[src/logic/hfsr_pkg.sv]
// package: register map, field positions and sizes for the link fifo status block
package hfsr_pkg;
  // register indices as printed; byte address is four times the index
  localparam logic [7:0] IDX_FIFO_FLAGS = 8'h1a;
  localparam logic [7:0] IDX_RESIDUE = 8'h1d;
  localparam logic [7:0] IDX_RX_COUNT_LOW = 8'h16;
  localparam logic [7:0] IDX_DATA_PORT = 8'h30;
  localparam logic [7:0] IDX_THRESHOLD = 8'h31;
  localparam logic [7:0] IDX_INT_ENABLE = 8'h32;
  localparam logic [7:0] IDX_INT_SOURCE = 8'h33;
  localparam logic [7:0] IDX_LINK_CTRL = 8'h34;
  localparam logic [7:0] FLAGS_RESET = 8'h00;
  localparam logic [7:0] RESIDUE_RESET = 8'h00;
  localparam logic [7:0] THRESHOLD_RESET = 8'h00;
  // fifo condition flag positions
  localparam int BIT_PKT_END = 5;
  localparam int BIT_TX_UNDER = 4;
  localparam int BIT_TX_SPACE = 3;
  localparam int BIT_TX_LEVEL = 2;
  localparam int BIT_RX_AVAIL = 1;
  localparam int BIT_RX_LEVEL = 0;
  // residue register fields
  localparam int BIT_RAW_ON = 7;
  localparam int BIT_RAW_SRC = 6;
  localparam int POS_TX_TAIL = 3;
  localparam int POS_RX_TAIL = 0;
  // interrupt source bit for fifo status
  localparam int BIT_INT_FIFO = 6;
  // link control fields (own register)
  localparam int BIT_LINK_RESET = 0;
  localparam int BIT_TX_LAST = 1;
  localparam int RX_DEPTH = 32;
  localparam int TX_DEPTH = 16;
  localparam int STACK_DEPTH = 4;
endpackage

[src/logic/hfsr_mem.sv]
// small byte memory with registered read data, used for the receive queue
`timescale 1ns/1ps
`default_nettype none
module hfsr_mem #(
  parameter int WIDTH = 9,
  parameter int DEPTH = 32,
  parameter int AW = $clog2(DEPTH)
) (
  input wire logic clk_sys,
  input wire logic wr_en,
  input wire logic [AW-1:0] wr_addr,
  input wire logic [WIDTH-1:0] wr_data,
  input wire logic [AW-1:0] rd_addr,
  output logic [WIDTH-1:0] rd_data
);
  logic [WIDTH-1:0] store [DEPTH];
  always_ff @(posedge clk_sys) begin
    if (wr_en) begin
      store[wr_addr] <= wr_data;
    end
    rd_data <= store[rd_addr];
  end
endmodule
`default_nettype wire

[src/logic/hfsr_top.sv]
// link fifo status, data ports, residue and raw mode control behind an apb slave
//
// The APB slave port was chosen for this implementation.
`timescale 1ns/1ps
`default_nettype none
module hfsr_top
  import hfsr_pkg::*;
#(
  parameter int RX_DEPTH_P = hfsr_pkg::RX_DEPTH,
  parameter int TX_DEPTH_P = hfsr_pkg::TX_DEPTH
) (
  input wire logic clk_sys,
  input wire logic rstn,
  input wire logic psel,
  input wire logic penable,
  input wire logic pwrite,
  input wire logic [11:0] paddr,
  input wire logic [31:0] pwdata,
  output logic [31:0] prdata,
  output logic pready,
  output logic pslverr,
  input wire logic rx_push,
  input wire logic [7:0] rx_push_data,
  input wire logic rx_push_last,
  input wire logic [2:0] rx_push_tail,
  input wire logic tx_pop,
  input wire logic tx_active,
  input wire logic [15:0] tx_byte_count,
  output logic [7:0] tx_pop_data,
  output logic tx_pop_last,
  output logic tx_queue_empty,
  output logic tx_send_abort,
  output logic tx_dma_request,
  output logic rx_overrun,
  output logic raw_mode_on,
  output logic raw_mode_control_source,
  output logic [2:0] tx_tail_bits,
  output logic fifo_irq_source
);
  import hfsr_pkg::*;

  localparam int RAW = $clog2(RX_DEPTH_P);
  localparam int TAW = $clog2(TX_DEPTH_P);

  function automatic logic [9:0] word_index(input logic [11:0] a);
    return a[11:2];
  endfunction

  function automatic logic is_idx(input logic [11:0] a, input logic [7:0] idx);
    return (a[1:0] == 2'h0) && (word_index(a) == {2'h0, idx});
  endfunction

  // apb: zero wait states, the access phase is the one that counts
  logic apb_wr, apb_rd;
  assign apb_wr = psel && penable && pwrite;
  assign apb_rd = psel && penable && !pwrite;

  // register state
  logic [7:0] thresh, next_thresh;
  logic [7:0] int_en, next_int_en;
  logic int_fifo_en, next_int_fifo_en;
  logic [7:0] ctrl_res, next_ctrl_res;
  logic [2:0] rx_tail_shown, next_rx_tail_shown;
  logic underflow, next_underflow;
  logic space_hold, next_space_hold;
  logic rx_inhibit, next_rx_inhibit;
  logic status_pending, next_status_pending;
  logic [7:0] flags, next_flags;
  logic irq_src, next_irq_src;
  logic [31:0] next_prdata;
  logic next_pslverr;
  logic link_reset;

  // receive queue: tag bit 8 marks the last byte of a packet
  logic [RAW-1:0] rx_wp, rx_rp, next_rx_wp, next_rx_rp;
  logic [RAW:0] rx_cnt, next_rx_cnt;
  logic [5:0] rx_tags, next_rx_tags;
  logic [8:0] rx_head;
  logic rx_do_push, rx_do_pop, rx_full;

  // transmit queue
  logic [8:0] tx_mem [TX_DEPTH_P];
  logic [TAW-1:0] tx_wp, tx_rp, next_tx_wp, next_tx_rp;
  logic [TAW:0] tx_cnt, next_tx_cnt;
  logic tx_do_push, tx_do_pop;
  logic tx_last_pending, next_tx_last_pending;

  // residue stack, four deep
  logic [2:0] stack [STACK_DEPTH];
  logic [2:0] next_stack [STACK_DEPTH];
  logic [2:0] stk_cnt, next_stk_cnt;
  logic stk_full;

  logic next_overrun, next_abort, next_dma;

  logic rd_data_port, wr_data_port, rd_flags, rd_residue, rd_count_low;
  assign rd_data_port = apb_rd && is_idx(paddr, IDX_DATA_PORT);
  assign wr_data_port = apb_wr && is_idx(paddr, IDX_DATA_PORT);
  assign rd_flags = apb_rd && is_idx(paddr, IDX_FIFO_FLAGS);
  assign rd_residue = apb_rd && is_idx(paddr, IDX_RESIDUE);
  assign rd_count_low = apb_rd && is_idx(paddr, IDX_RX_COUNT_LOW);
  assign link_reset = apb_wr && is_idx(paddr, IDX_LINK_CTRL) && pwdata[BIT_LINK_RESET];

  assign rx_full = (rx_cnt == (RAW+1)'(RX_DEPTH_P));
  assign stk_full = (stk_cnt == 3'(STACK_DEPTH));
  // a full status stack makes the receiver drop a new packet's last byte
  assign rx_do_push = rx_push && !rx_full && !(stk_full && rx_push_last);
  // the next packet's data can be read but is not popped while the previous status is unread
  assign rx_do_pop = rd_data_port && (rx_cnt != '0) && !status_pending;
  assign tx_do_push = wr_data_port && (tx_cnt != (TAW+1)'(TX_DEPTH_P));
  assign tx_do_pop = tx_pop && (tx_cnt != '0);

  hfsr_mem #(.WIDTH(9), .DEPTH(RX_DEPTH_P)) u_rx_mem (
    .clk_sys(clk_sys),
    .wr_en(rx_do_push),
    .wr_addr(rx_wp),
    .wr_data({rx_push_last, rx_push_data}),
    .rd_addr(next_rx_rp),
    .rd_data(rx_head)
  );

  always_ff @(posedge clk_sys) begin
    if (tx_do_push) begin
      tx_mem[tx_wp] <= {tx_last_pending, pwdata[7:0]};
    end
  end

  // queue pointers and counts
  always_comb begin
    next_rx_wp = rx_do_push ? rx_wp + 1'b1 : rx_wp;
    next_rx_rp = rx_do_pop ? rx_rp + 1'b1 : rx_rp;
    next_rx_cnt = rx_cnt + (RAW+1)'(rx_do_push) - (RAW+1)'(rx_do_pop);
    next_rx_tags = rx_tags + 6'(rx_do_push && rx_push_last) - 6'(rx_do_pop && rx_head[8]);
    next_tx_wp = tx_do_push ? tx_wp + 1'b1 : tx_wp;
    next_tx_rp = tx_do_pop ? tx_rp + 1'b1 : tx_rp;
    next_tx_cnt = tx_cnt + (TAW+1)'(tx_do_push) - (TAW+1)'(tx_do_pop);
    // software marks the next written byte as a packet's last one
    next_tx_last_pending = tx_last_pending;
    if (apb_wr && is_idx(paddr, IDX_LINK_CTRL)) begin
      next_tx_last_pending = pwdata[BIT_TX_LAST];
    end else if (tx_do_push) begin
      next_tx_last_pending = 1'b0;
    end
    if (link_reset) begin
      next_rx_wp = '0;
      next_rx_rp = '0;
      next_rx_cnt = '0;
      next_rx_tags = '0;
      next_tx_wp = '0;
      next_tx_rp = '0;
      next_tx_cnt = '0;
      next_tx_last_pending = 1'b0;
    end
  end

  // residue stack and packet status handshake
  always_comb begin
    for (int i = 0; i < STACK_DEPTH; i++) begin
      next_stack[i] = stack[i];
    end
    next_stk_cnt = stk_cnt;
    next_status_pending = status_pending;
    next_rx_tail_shown = rx_tail_shown;
    if (rd_residue || rd_count_low) begin
      next_rx_tail_shown = 3'h0;
    end
    if (rd_count_low) begin
      next_status_pending = 1'b0;
    end
    // pop the oldest entry when its packet's final byte is read
    if (rx_do_pop && rx_head[8] && stk_cnt != 3'h0) begin
      next_rx_tail_shown = stack[0];
      next_status_pending = 1'b1;
      for (int i = 0; i < STACK_DEPTH - 1; i++) begin
        next_stack[i] = stack[i+1];
      end
      next_stk_cnt = next_stk_cnt - 3'h1;
    end
    if (rx_do_push && rx_push_last) begin
      next_stack[next_stk_cnt[1:0]] = rx_push_tail;
      next_stk_cnt = next_stk_cnt + 3'h1;
    end
    if (link_reset) begin
      next_stk_cnt = 3'h0;
      next_status_pending = 1'b0;
      next_rx_tail_shown = 3'h0;
    end
  end

  // control registers
  always_comb begin
    next_thresh = thresh;
    next_int_en = int_en;
    next_int_fifo_en = int_fifo_en;
    next_ctrl_res = ctrl_res;
    if (apb_wr && is_idx(paddr, IDX_THRESHOLD)) begin
      next_thresh = pwdata[7:0];
    end
    if (apb_wr && is_idx(paddr, IDX_INT_ENABLE)) begin
      next_int_en = pwdata[7:0] & 8'h3f;
      next_int_fifo_en = pwdata[8];
    end
    // tx tail bits change only by a residue write, a link reset or rstn; nothing else clears them
    if (apb_wr && is_idx(paddr, IDX_RESIDUE)) begin
      next_ctrl_res = {pwdata[7:3], 3'h0};
    end
    if (link_reset) begin
      next_thresh = THRESHOLD_RESET;
      next_int_en = 8'h00;
      next_int_fifo_en = 1'b0;
      next_ctrl_res = RESIDUE_RESET;
    end
  end

  // flag conditions
  always_comb begin
    next_underflow = underflow;
    next_space_hold = space_hold;
    next_rx_inhibit = rx_inhibit;
    if (rd_flags) begin
      next_underflow = 1'b0;
    end
    // a new underflow in the read cycle still wins
    if (tx_active && tx_do_pop && !tx_do_push && tx_cnt == (TAW+1)'(1) && tx_byte_count != 16'h0000) begin
      next_underflow = 1'b1;
    end
    if (tx_cnt == '0 && tx_byte_count != 16'h0000) begin
      next_space_hold = 1'b1;
    end
    if (tx_do_push && tx_last_pending) begin
      next_space_hold = 1'b0;
    end
    if (rd_count_low) begin
      next_rx_inhibit = 1'b0;
    end
    if (rx_do_pop && rx_head[8]) begin
      next_rx_inhibit = 1'b1;
    end
    if (link_reset) begin
      next_underflow = 1'b0;
      next_space_hold = 1'b0;
      next_rx_inhibit = 1'b0;
    end
    next_flags = FLAGS_RESET;
    next_flags[BIT_PKT_END] = (next_rx_tags != '0);
    next_flags[BIT_TX_UNDER] = next_underflow;
    next_flags[BIT_TX_SPACE] = next_space_hold && (next_tx_cnt != (TAW+1)'(TX_DEPTH_P));
    next_flags[BIT_TX_LEVEL] = ({{(8-TAW-1){1'b0}}, next_tx_cnt} <= {4'h0, next_thresh[3:0]});
    next_flags[BIT_RX_AVAIL] = (next_rx_cnt != '0) && !next_rx_inhibit;
    next_flags[BIT_RX_LEVEL] = (next_thresh[7:4] != 4'h0) &&
      ({{(8-RAW-1){1'b0}}, next_rx_cnt} >= {4'h0, next_thresh[7:4]});
    // source bit sets on a rising enabled flag, set beats the read clear
    next_irq_src = irq_src;
    if (apb_rd && is_idx(paddr, IDX_INT_SOURCE)) begin
      next_irq_src = 1'b0;
    end
    if (|(next_flags & ~flags & int_en) && int_fifo_en) begin
      next_irq_src = 1'b1;
    end
    if (link_reset) begin
      next_irq_src = 1'b0;
    end
    next_overrun = rx_push && rx_full;
    next_abort = next_underflow && !underflow;
    next_dma = next_flags[BIT_TX_LEVEL] && next_space_hold;
  end

  // read data and error answer
  always_comb begin
    next_prdata = 32'h0000_0000;
    next_pslverr = 1'b0;
    if (psel && !penable) begin
      case (1'b1)
        is_idx(paddr, IDX_FIFO_FLAGS): next_prdata = {24'h0, flags};
        is_idx(paddr, IDX_RESIDUE): next_prdata = {24'h0, ctrl_res[7:3], rx_tail_shown};
        is_idx(paddr, IDX_RX_COUNT_LOW): next_prdata = 32'h0000_0000;
        is_idx(paddr, IDX_DATA_PORT): next_prdata = (rx_cnt != '0) ? {24'h0, rx_head[7:0]} : 32'h0000_0000;
        is_idx(paddr, IDX_THRESHOLD): next_prdata = {24'h0, thresh};
        is_idx(paddr, IDX_INT_ENABLE): next_prdata = {23'h0, int_fifo_en, int_en};
        is_idx(paddr, IDX_INT_SOURCE): next_prdata = {24'h0, 1'b0, irq_src, 6'h0};
        is_idx(paddr, IDX_LINK_CTRL): next_prdata = {30'h0, tx_last_pending, 1'b0};
        default: next_pslverr = 1'b1;
      endcase
    end else if (psel && penable) begin
      next_prdata = prdata;
      next_pslverr = pslverr;
    end
  end

  always_ff @(posedge clk_sys or negedge rstn) begin
    if (!rstn) begin
      rx_wp <= '0;
      rx_rp <= '0;
      rx_cnt <= '0;
      rx_tags <= '0;
      tx_wp <= '0;
      tx_rp <= '0;
      tx_cnt <= '0;
      tx_last_pending <= 1'b0;
      for (int i = 0; i < STACK_DEPTH; i++) begin
        stack[i] <= 3'h0;
      end
      stk_cnt <= 3'h0;
      status_pending <= 1'b0;
      rx_tail_shown <= 3'h0;
      thresh <= THRESHOLD_RESET;
      int_en <= 8'h00;
      int_fifo_en <= 1'b0;
      ctrl_res <= RESIDUE_RESET;
      underflow <= 1'b0;
      space_hold <= 1'b0;
      rx_inhibit <= 1'b0;
      flags <= FLAGS_RESET;
      irq_src <= 1'b0;
      prdata <= 32'h0000_0000;
      pslverr <= 1'b0;
      pready <= 1'b0;
      rx_overrun <= 1'b0;
      tx_send_abort <= 1'b0;
      tx_dma_request <= 1'b0;
      tx_pop_data <= 8'h00;
      tx_pop_last <= 1'b0;
      tx_queue_empty <= 1'b1;
      raw_mode_on <= 1'b0;
      raw_mode_control_source <= 1'b0;
      tx_tail_bits <= 3'h0;
      fifo_irq_source <= 1'b0;
    end else begin
      rx_wp <= next_rx_wp;
      rx_rp <= next_rx_rp;
      rx_cnt <= next_rx_cnt;
      rx_tags <= next_rx_tags;
      tx_wp <= next_tx_wp;
      tx_rp <= next_tx_rp;
      tx_cnt <= next_tx_cnt;
      tx_last_pending <= next_tx_last_pending;
      stack <= next_stack;
      stk_cnt <= next_stk_cnt;
      status_pending <= next_status_pending;
      rx_tail_shown <= next_rx_tail_shown;
      thresh <= next_thresh;
      int_en <= next_int_en;
      int_fifo_en <= next_int_fifo_en;
      ctrl_res <= next_ctrl_res;
      underflow <= next_underflow;
      space_hold <= next_space_hold;
      rx_inhibit <= next_rx_inhibit;
      flags <= next_flags;
      irq_src <= next_irq_src;
      prdata <= next_prdata;
      pslverr <= next_pslverr;
      pready <= psel && !penable;
      rx_overrun <= next_overrun;
      tx_send_abort <= next_abort;
      tx_dma_request <= next_dma;
      tx_pop_data <= tx_mem[next_tx_rp][7:0];
      tx_pop_last <= tx_mem[next_tx_rp][8];
      tx_queue_empty <= (next_tx_cnt == '0);
      raw_mode_on <= next_ctrl_res[BIT_RAW_ON];
      // the source choice means nothing outside raw mode, so it is held low there
      raw_mode_control_source <= next_ctrl_res[BIT_RAW_ON] && next_ctrl_res[BIT_RAW_SRC];
      tx_tail_bits <= next_ctrl_res[POS_TX_TAIL +: 3];
      fifo_irq_source <= next_irq_src;
    end
  end
endmodule
`default_nettype wire

[config.mk]
export PLATFORM = sky130hd
export DESIGN_NAME = hfsr_top
export DESIGN_NICKNAME = d
export VERILOG_FILES = /design/src/logic/hfsr_pkg.sv /design/src/logic/hfsr_mem.sv /design/src/logic/hfsr_top.sv
export SDC_FILE = /design/constraint.sdc
export NUM_CORES = 1
export LEC_CHECK = 0
export BUFFER_PORTS_ARGS = -buffer_cell sky130_fd_sc_hd__buf_4
export CAP_MARGIN = 20
export CORE_MARGIN = 4
export CORE_UTILIZATION = 66
export CTS_BUF_LIST = sky130_fd_sc_hd__clkbuf_4 sky130_fd_sc_hd__clkbuf_8 sky130_fd_sc_hd__clkbuf_16
export DETAILED_ROUTE_END_ITERATION = 6
export GPL_TIMING_DRIVEN = 0
export PLACE_DENSITY_LB_ADDON = 0.15
export SYNTH_ARGS = -nofsm -noshare
export SYNTH_HDL_FRONTEND = slang
export SYNTH_SLANG_ARGS = --single-unit
[constraint.sdc]
create_clock -name clk_sys -period 7.9 [get_ports clk_sys]
set_input_delay 1.58 -clock clk_sys [delete_from_list [all_inputs] [get_ports clk_sys]]
set_output_delay 1.58 -clock clk_sys [all_outputs]
set_load 0.02 [all_outputs]
* Yosys cells after proc, flatten, opt, wreduce, memory -nomap -nowiden *
Memories as Yosys holds them, arrays and structs flattened. A register that Yosys moved wholly into a read port is not among the register bits.
Cells that the tools add are included.

cells by class
  $add $sub $neg = 12
  bitwise operators = 4
  muxes and demuxes = 73
  equal/unequal tests = 14
  reduce and logical (&&, ||, !) cells = 76
  magnitude comparators = 4

operators with widths
  operator                                               count
  two-way mux 32 bit                                     2
  two-way mux 9 bit                                      7
  two-way mux 8 bit                                      7
  equality test 10 x 6 -> 1 bit (second input constant)  5
  logical AND 1 bit                                      48
  two-way mux 1 bit                                      34
  equality test 10 x 5 -> 1 bit (second input constant)  3
  two-way mux 5 bit                                      5
  two-way mux 3 bit                                      7
  nonzero test 6 bit                                     3
  two-way mux 4 bit                                      4
  nonzero test 16 bit                                    1
  nonzero test 3 bit                                     5
  adder 6 x 1 -> 6 bit                                   2
  bitwise mux 12 bit                                     1
  two-way mux 12 bit                                     1
  two-way mux 6 bit                                      2
  subtractor 6 x 1 -> 6 bit                              2
  adder 5 x 1 -> 5 bit (second input constant)           2
  logical NOT 5 bit                                      2
  inequality test 5 bit (second input constant)          2
  logical NOT 1 bit                                      9
  adder 4 x 1 -> 4 bit (second input constant)           2
  AND 6 x 8 -> 8 bit                                     1
  other kinds (24)                                       26

word-level totals
  logic and storage cells = 219
  bits of input ports = 80
  register bits after elaboration = 130
  RAM bits = 432
  memories kept = 2

memory list
  name            words  width  rd ports  clocked after memory_dff  wr ports  line            RTL
  u_rx_mem.store  32     9      1         1                         1         hfsr_mem.sv:16  logic [WIDTH-1:0] store [DEPTH];
  tx_mem          16     9      1         1                         1         hfsr_top.sv:82  logic [8:0] tx_mem [TX_DEPTH_P];

* Logic depth before layout (Yosys ltp) *
  depth after elaboration = 16
  mapped depth = 20
  mapped depth without buffers = 20

* By module *
From an unflattened synthesis, not the netlist that was laid out.

unflattened totals
  cells, all modules = 1467
  area, all modules = 23362.4 um2

by module, submodules not included
  module    times used  cells each  area each (um2)
  hfsr_top  1           1004        12080.3
  hfsr_mem  1           463         11282.1

* Worst setup path before layout *
No wires, ideal clock.

  kind = input to register
  start point = input paddr[9]
  end point = register irq_src
  stages = 18
  path buffers = 0
  library setup time = 82 ps
  data arrival time = 5557 ps
  setup slack = 2261 ps
  cells stage by stage = nor4bb_1 nand3_1 a211oi_1 inv_2 ha_1 inv_1 ha_1 fa_1 and2_1 ha_1 nor2b_1 o21a_1 o21a_1 o21ai_0 o21ai_0 nor3b_1 a311oi_1 a31oi_1

RTL lines
  element                                                               line             RTL
  start: declaration                                                    hfsr_top.sv:17   input wire logic [11:0] paddr,
  equality test 10 x 6 -> 1 bit                                         hfsr_top.sv:50   return (a[1:0] == 2'h0) && (word_index(a) == {2'h0, idx});
  logical AND 1 bit                                                     hfsr_top.sv:50
  logical AND 1 bit                                                     hfsr_top.sv:98   assign wr_data_port = apb_wr && is_idx(paddr, IDX_DATA_PORT);
  logical AND 1 bit                                                     hfsr_top.sv:110  assign tx_do_push = wr_data_port && (tx_cnt != (TAW+1)'(TX_DEPTH_P));
  adder 5 x 1 -> 5 bit                                                  hfsr_top.sv:136  next_tx_cnt = tx_cnt + (TAW+1)'(tx_do_push) - (TAW+1)'(tx_do_pop);
  subtractor 5 x 1 -> 5 bit                                             hfsr_top.sv:136
  two-way mux 5 bit *                                                   hfsr_top.sv:144  if (link_reset) begin
  via next_tx_cnt[1]                                                    hfsr_top.sv:84   logic [TAW:0] tx_cnt, next_tx_cnt;
  branches (longest 2 deep; another with <= comparator 5 x 4 -> 1 bit)  n/a
  AND 6 x 8 -> 8 bit *                                                  hfsr_top.sv:257  if (|(next_flags & ~flags & int_en) && int_fifo_en) begin
  AND 8 bit *                                                           hfsr_top.sv:257
  OR reduction 8 bit *                                                  hfsr_top.sv:257
  logical AND 1 bit *                                                   hfsr_top.sv:257
  two-way mux 1 bit                                                     hfsr_top.sv:257
  two-way mux 1 bit                                                     hfsr_top.sv:260  if (link_reset) begin
  end signal: assignment                                                hfsr_top.sv:349  irq_src <= next_irq_src;
  end: declaration                                                      hfsr_top.sv:69   logic irq_src, next_irq_src;

Mark *: on every way through the listed nets, which the timed path passes.
A chain may end at the register's enable or synchronous reset.

* Worst setup path after layout *
  start point = input paddr[5]
  end point = register irq_src

RTL lines
  element                                                                                  line                              RTL
  equality test 10 x 6 -> 1 bit                                                            hfsr_top.sv:50
  logical AND 1 bit                                                                        hfsr_top.sv:50
  logical AND 1 bit (on tied branches)                                                     hfsr_top.sv:196, hfsr_top.sv:102
  two-way mux 8 bit / logical AND 1 bit (equally long branches)                            hfsr_top.sv:196, hfsr_top.sv:102
  two-way mux 8 bit *                                                                      hfsr_top.sv:207                   if (link_reset) begin
  via next_thresh[4]                                                                       hfsr_top.sv:59                    logic [7:0] thresh, next_thresh;
  greater-or-equal comparator 6 x 4 -> 1 bit / nonzero test 4 bit (equally long branches)  hfsr_top.sv:251, hfsr_top.sv:250
  logical AND 1 bit *                                                                      hfsr_top.sv:250                   next_flags[BIT_RX_LEVEL] = (next_thresh[7:4] != 4'h0) &&
  via next_flags[0]                                                                        hfsr_top.sv:68                    logic [7:0] flags, next_flags;
  AND 6 x 8 -> 8 bit *                                                                     hfsr_top.sv:257
  AND 8 bit *                                                                              hfsr_top.sv:257
  OR reduction 8 bit *                                                                     hfsr_top.sv:257
  logical AND 1 bit *                                                                      hfsr_top.sv:257
  two-way mux 1 bit                                                                        hfsr_top.sv:257
  two-way mux 1 bit                                                                        hfsr_top.sv:260

The timed path passes the listed nets; every way through them passes the cells marked *.

==> results.toml <==
[worst_setup_path]
path_cells = "buf_4, or4b_1, nor4_1, clkbuf_1, clkbuf_1, clkbuf_1, clkbuf_1, nor2_1, ha_1, nand2b_1, a21o_1, a21o_1, a211oi_1, a2111oi_0, a32oi_1, a31oi_1"
start_kind = "primary input"
crit_fanout = 10
worstSetupEndpointType = "flop"
crit_slowest_cell = "a2111oi_0"
path_delay_family = "buffers and inverters"
critPathKind = "in -> reg"
worst_path_largest_cell_delay_ps = 710
cp_common_cell = "clkbuf_1"
crit_buf_inv = 5
worstPathRequired_ps = 8410
cp.arrival_ps = 6860

[synthesis]
yosysSeqAreaShare_pct = 67.58
syn_avg_cell_area_sq_um = 12.68
synth_top_cell_area_share_pct = 55.20
synthArstFlopShare_pct = 19.82
synth_area_leaders = "edfxtp_1 (55%), dfrtp_1 (11%), nand2_1 (5.2%)"
yosys.cell_types.count = 71
synth_ff_type = "edfxtp_1"
synth_cells = 1853
synth_enable_flop_cells = 432
yosysTopAreaCell = "edfxtp_1"
ys_ff_latch = 550
yosys_warnings = 0
netlist_area_sq_um = 23500

[clock_tree]
clockBufferDepth = 3
cts-root-buf = "clkbuf_16"
clock_sinks = 550
cts_tree = "built"
cts_hold_buf = 0
cts_buffers = 53
clk_latency_ps = 600
cts_max_level = 2
ctsResizeCount = 0
post_cts_buffers = 0
clkTransAtPathRegs_ps = 60

[route]
postRouteAntennaNets = 0
num_vias = 16290
wl_um = 60910
avgRoutedWirePerCell_um = 24.19
drc_errors = 0
drt_iter0_drc = 1955
viasPerCell = 6.468
first_pass_iters = 7

[pwr]
pwr-share-seq_pct = 42.2
p_int_uw = 5652
max-vdd-ir-drop_mv = 0.2458
power.density_nw_per_um2 = 311.5
p_sw_uw = 2643
p_sw_share_pct = 31.86
p_clk_share_pct = 30.9
p_comb_share_pct = 26.9
leakagePower_uw = 0.009973

[global_routing]
grt_pass1_vias = 15920
gr-total-overflow = 0
grt_pass1_wl_um = 92980
antenna_found_initial = 1
grt_max_degree = 62
grt_usage_pct = 31.41

[cells_and_area]
layout.nets = 2148
final_layout_size_suffix_gt1_share_pct = 11.92
antennaDiodeCount = 0
n_fill_cell = 2117
syn2layout_area_growth_pct = 13.31

[die]
rows = 68
die_h_um = 196.7
design.die.area_sq_um = 38690
start_util_pct = 67.54
die_x_um = 196.7
fp.coreArea_sq_um = 34800
boundaryPins = 133

[timing]
period_minus_slack_ps = 6351
hold_viol = 0
worst_pin_slew_ps = 1088
finalSetupViolations = 0
finClkSkew_ps = 16.02
rsz0062_at_grt = "false"
whs_ps = 508.6
slew_headroom_pct = 26.91
period_share_pct = 80.40
fmax_mhz = 157.4
setup_tns_ps = 0
drv_slew = 0

[placed_design]
hpwl_um = 41290
numPortBuffers = 86
globalplace.congestion = 0.9755

[status]
status = "finished clean"

[hold_path]
hold_class = "reg -> reg"

[job]
cap_violations = 0
per-stage QoR:
| step | util, % | instances | area, sq um | worst slack, ps | total power, uW |
|---|---|---|---|---|---|
| finish | 76.52 | 2518 | 26630 | 1549 | 8295 |
| global route | 76.52 | 2518 | 26630 | 1326 | 8652 |
| CTS | 76.50 | 2516 | 26620 | 1507 | 8261 |
| detailed placement | 71.38 | 2418 | 24840 | 915.5 | 5721 |
| global placement | 71.26 | 2416 | 24800 | 1063 | 5618 |
| floorplan | - | 1875 | 23580 | 2261 | 4984 |
routing by layer:
layer	up-vias	part of all wire, %	GRT usage, %
li1	7188	-	-
met1	7876	37	42.18
met2	1025	48	50.81
met3	195	11	7.009
met4	2	4.4	12.63
met5	-	0.028	0
cells in the mapped netlist (8+ instances only):
| cell type | number |
|---|---|
| a2111oi_0 | 9 |
| a211oi_1 | 33 |
| a21o_1 | 8 |
| a21oi_1 | 56 |
| a221oi_1 | 9 |
| a22o_1 | 9 |
| a22oi_1 | 18 |
| a311oi_1 | 31 |
| a31oi_1 | 23 |
| and2_1 | 21 |
| and3_1 | 66 |
| buf_1 | 11 |
| buf_2 | 11 |
| buf_4 | 26 |
| clkbuf_1 | 79 |
| dfrtp_1 | 108 |
| dfxtp_1 | 9 |
| edfxtp_1 | 432 |
| ha_1 | 45 |
| inv_1 | 54 |
| mux2i_1 | 56 |
| nand2_1 | 326 |
| nand3_1 | 61 |
| nand4_1 | 36 |
| nor2_1 | 96 |
| nor3_1 | 10 |
| nor4_1 | 17 |
| o21ai_0 | 43 |
| or2_2 | 10 |
| xnor2_1 | 14 |
| xor2_1 | 11 |
worst paths after layout:
kind | start | end | slack [ps] | cells past startpoint
max in group asynchronous | rstn | stack[9] | 6090 | 2
min in group asynchronous | rstn | tx_pop_last | 1070 | 1
worst max register to register | rx_cnt[3] | irq_src | 3040 | 19
worst max-delay path | paddr[5] | irq_src | 1550 | 16
worst min register to register | stack[1] | stack[1] | 510 | 1
worst min-delay path | stack[1] | stack[1] | 510 | 1
layout make-up:
type / instances / area [sq um] / share of cell area (%)
flip-flops and latches: 550 / 15880 / 59.64
multi-input cells: 1137 / 6892 / 25.88
clock buffers: 73 / 1554 / 5.836
repair buffers: 90 / 690.7 / 2.594
plain buffers: 127 / 588.1 / 2.208
well taps: 455 / 569.3 / 2.138
inverters: 61 / 229.0 / 0.8598
clock inverters: 25 / 225.2 / 0.8457
logic make-up (layout without fill, tap and decap cells):
kind of cell,Yosys count,in the layout,share of synthesized area [%]
and+or+nand+nor,684,684,13.66
DFF,550,550,67.58
AOI/OAI and AO/OA,294,294,8.822
buffers and inverters,188,376,3.476
muxes,63,63,2.864
adders and majority gates,48,48,2.651
xor gates and xnor gates,25,25,0.9317
other,1,23,0.01596
power groups by stage:
| stage | Sequential (uW) | Combinational, uW | Clock (uW) |
|---|---|---|---|
| after CTS | 3490 | 2190 | 2570 |
| after global placement | 3540 | 2080 | 0 |
| after floorplan | 3550 | 1430 | 0 |
| after detailed placement | 3550 | 2170 | 0 |
| final | 3500 | 2230 | 2570 |
| after global routing | 3520 | 2430 | 2700 |
cell usage in the layout, fill, tap and decap left out, types with 7 or more instances in the layout:
master | netlist | routed
nor2_1 | 96 | 96
mux2i_1 | 56 | 56
inv_1 | 54 | 54
buf_1 | 11 | 11
a22o_1 | 9 | 9
xor2_1 | 11 | 11
nand2_1 | 326 | 326
xnor2_1 | 14 | 14
a22oi_1 | 18 | 18
clkinv_1 | 1 | 13
buf_2 | 11 | 12
nor4_1 | 17 | 16
edfxtp_1 | 432 | 432
a31oi_1 | 23 | 23
and2_1 | 21 | 21
a21oi_1 | 56 | 56
dfrtp_1 | 108 | 108
a311oi_1 | 31 | 31
and3_1 | 66 | 66
a2111oi_0 | 9 | 9
or2_2 | 10 | 10
clkbuf_1 | 79 | 79
a211oi_1 | 33 | 33
o21ai_0 | 43 | 43
dfxtp_1 | 9 | 9
clkbuf_16 | 0 | 56
nand4_1 | 36 | 36
nor3_1 | 10 | 10
a21o_1 | 8 | 8
buf_4 | 26 | 113
clkbuf_4 | 0 | 13
nand3_1 | 61 | 61
a221oi_1 | 9 | 9
conb_1 | 1 | 23
ha_1 | 45 | 45
a41oi_1 | 7 | 7
registers in the layout, indices dropped and copies added (netlist names), 8 cells and up:
signal and count:
prdata 9, stack 12, tx_pop_data 8, tx_mem 144, u_rx_mem.rd_data 9, u_rx_mem.store 288, thresh 8
No activity file was read; power rests on OpenSTA's default activity.
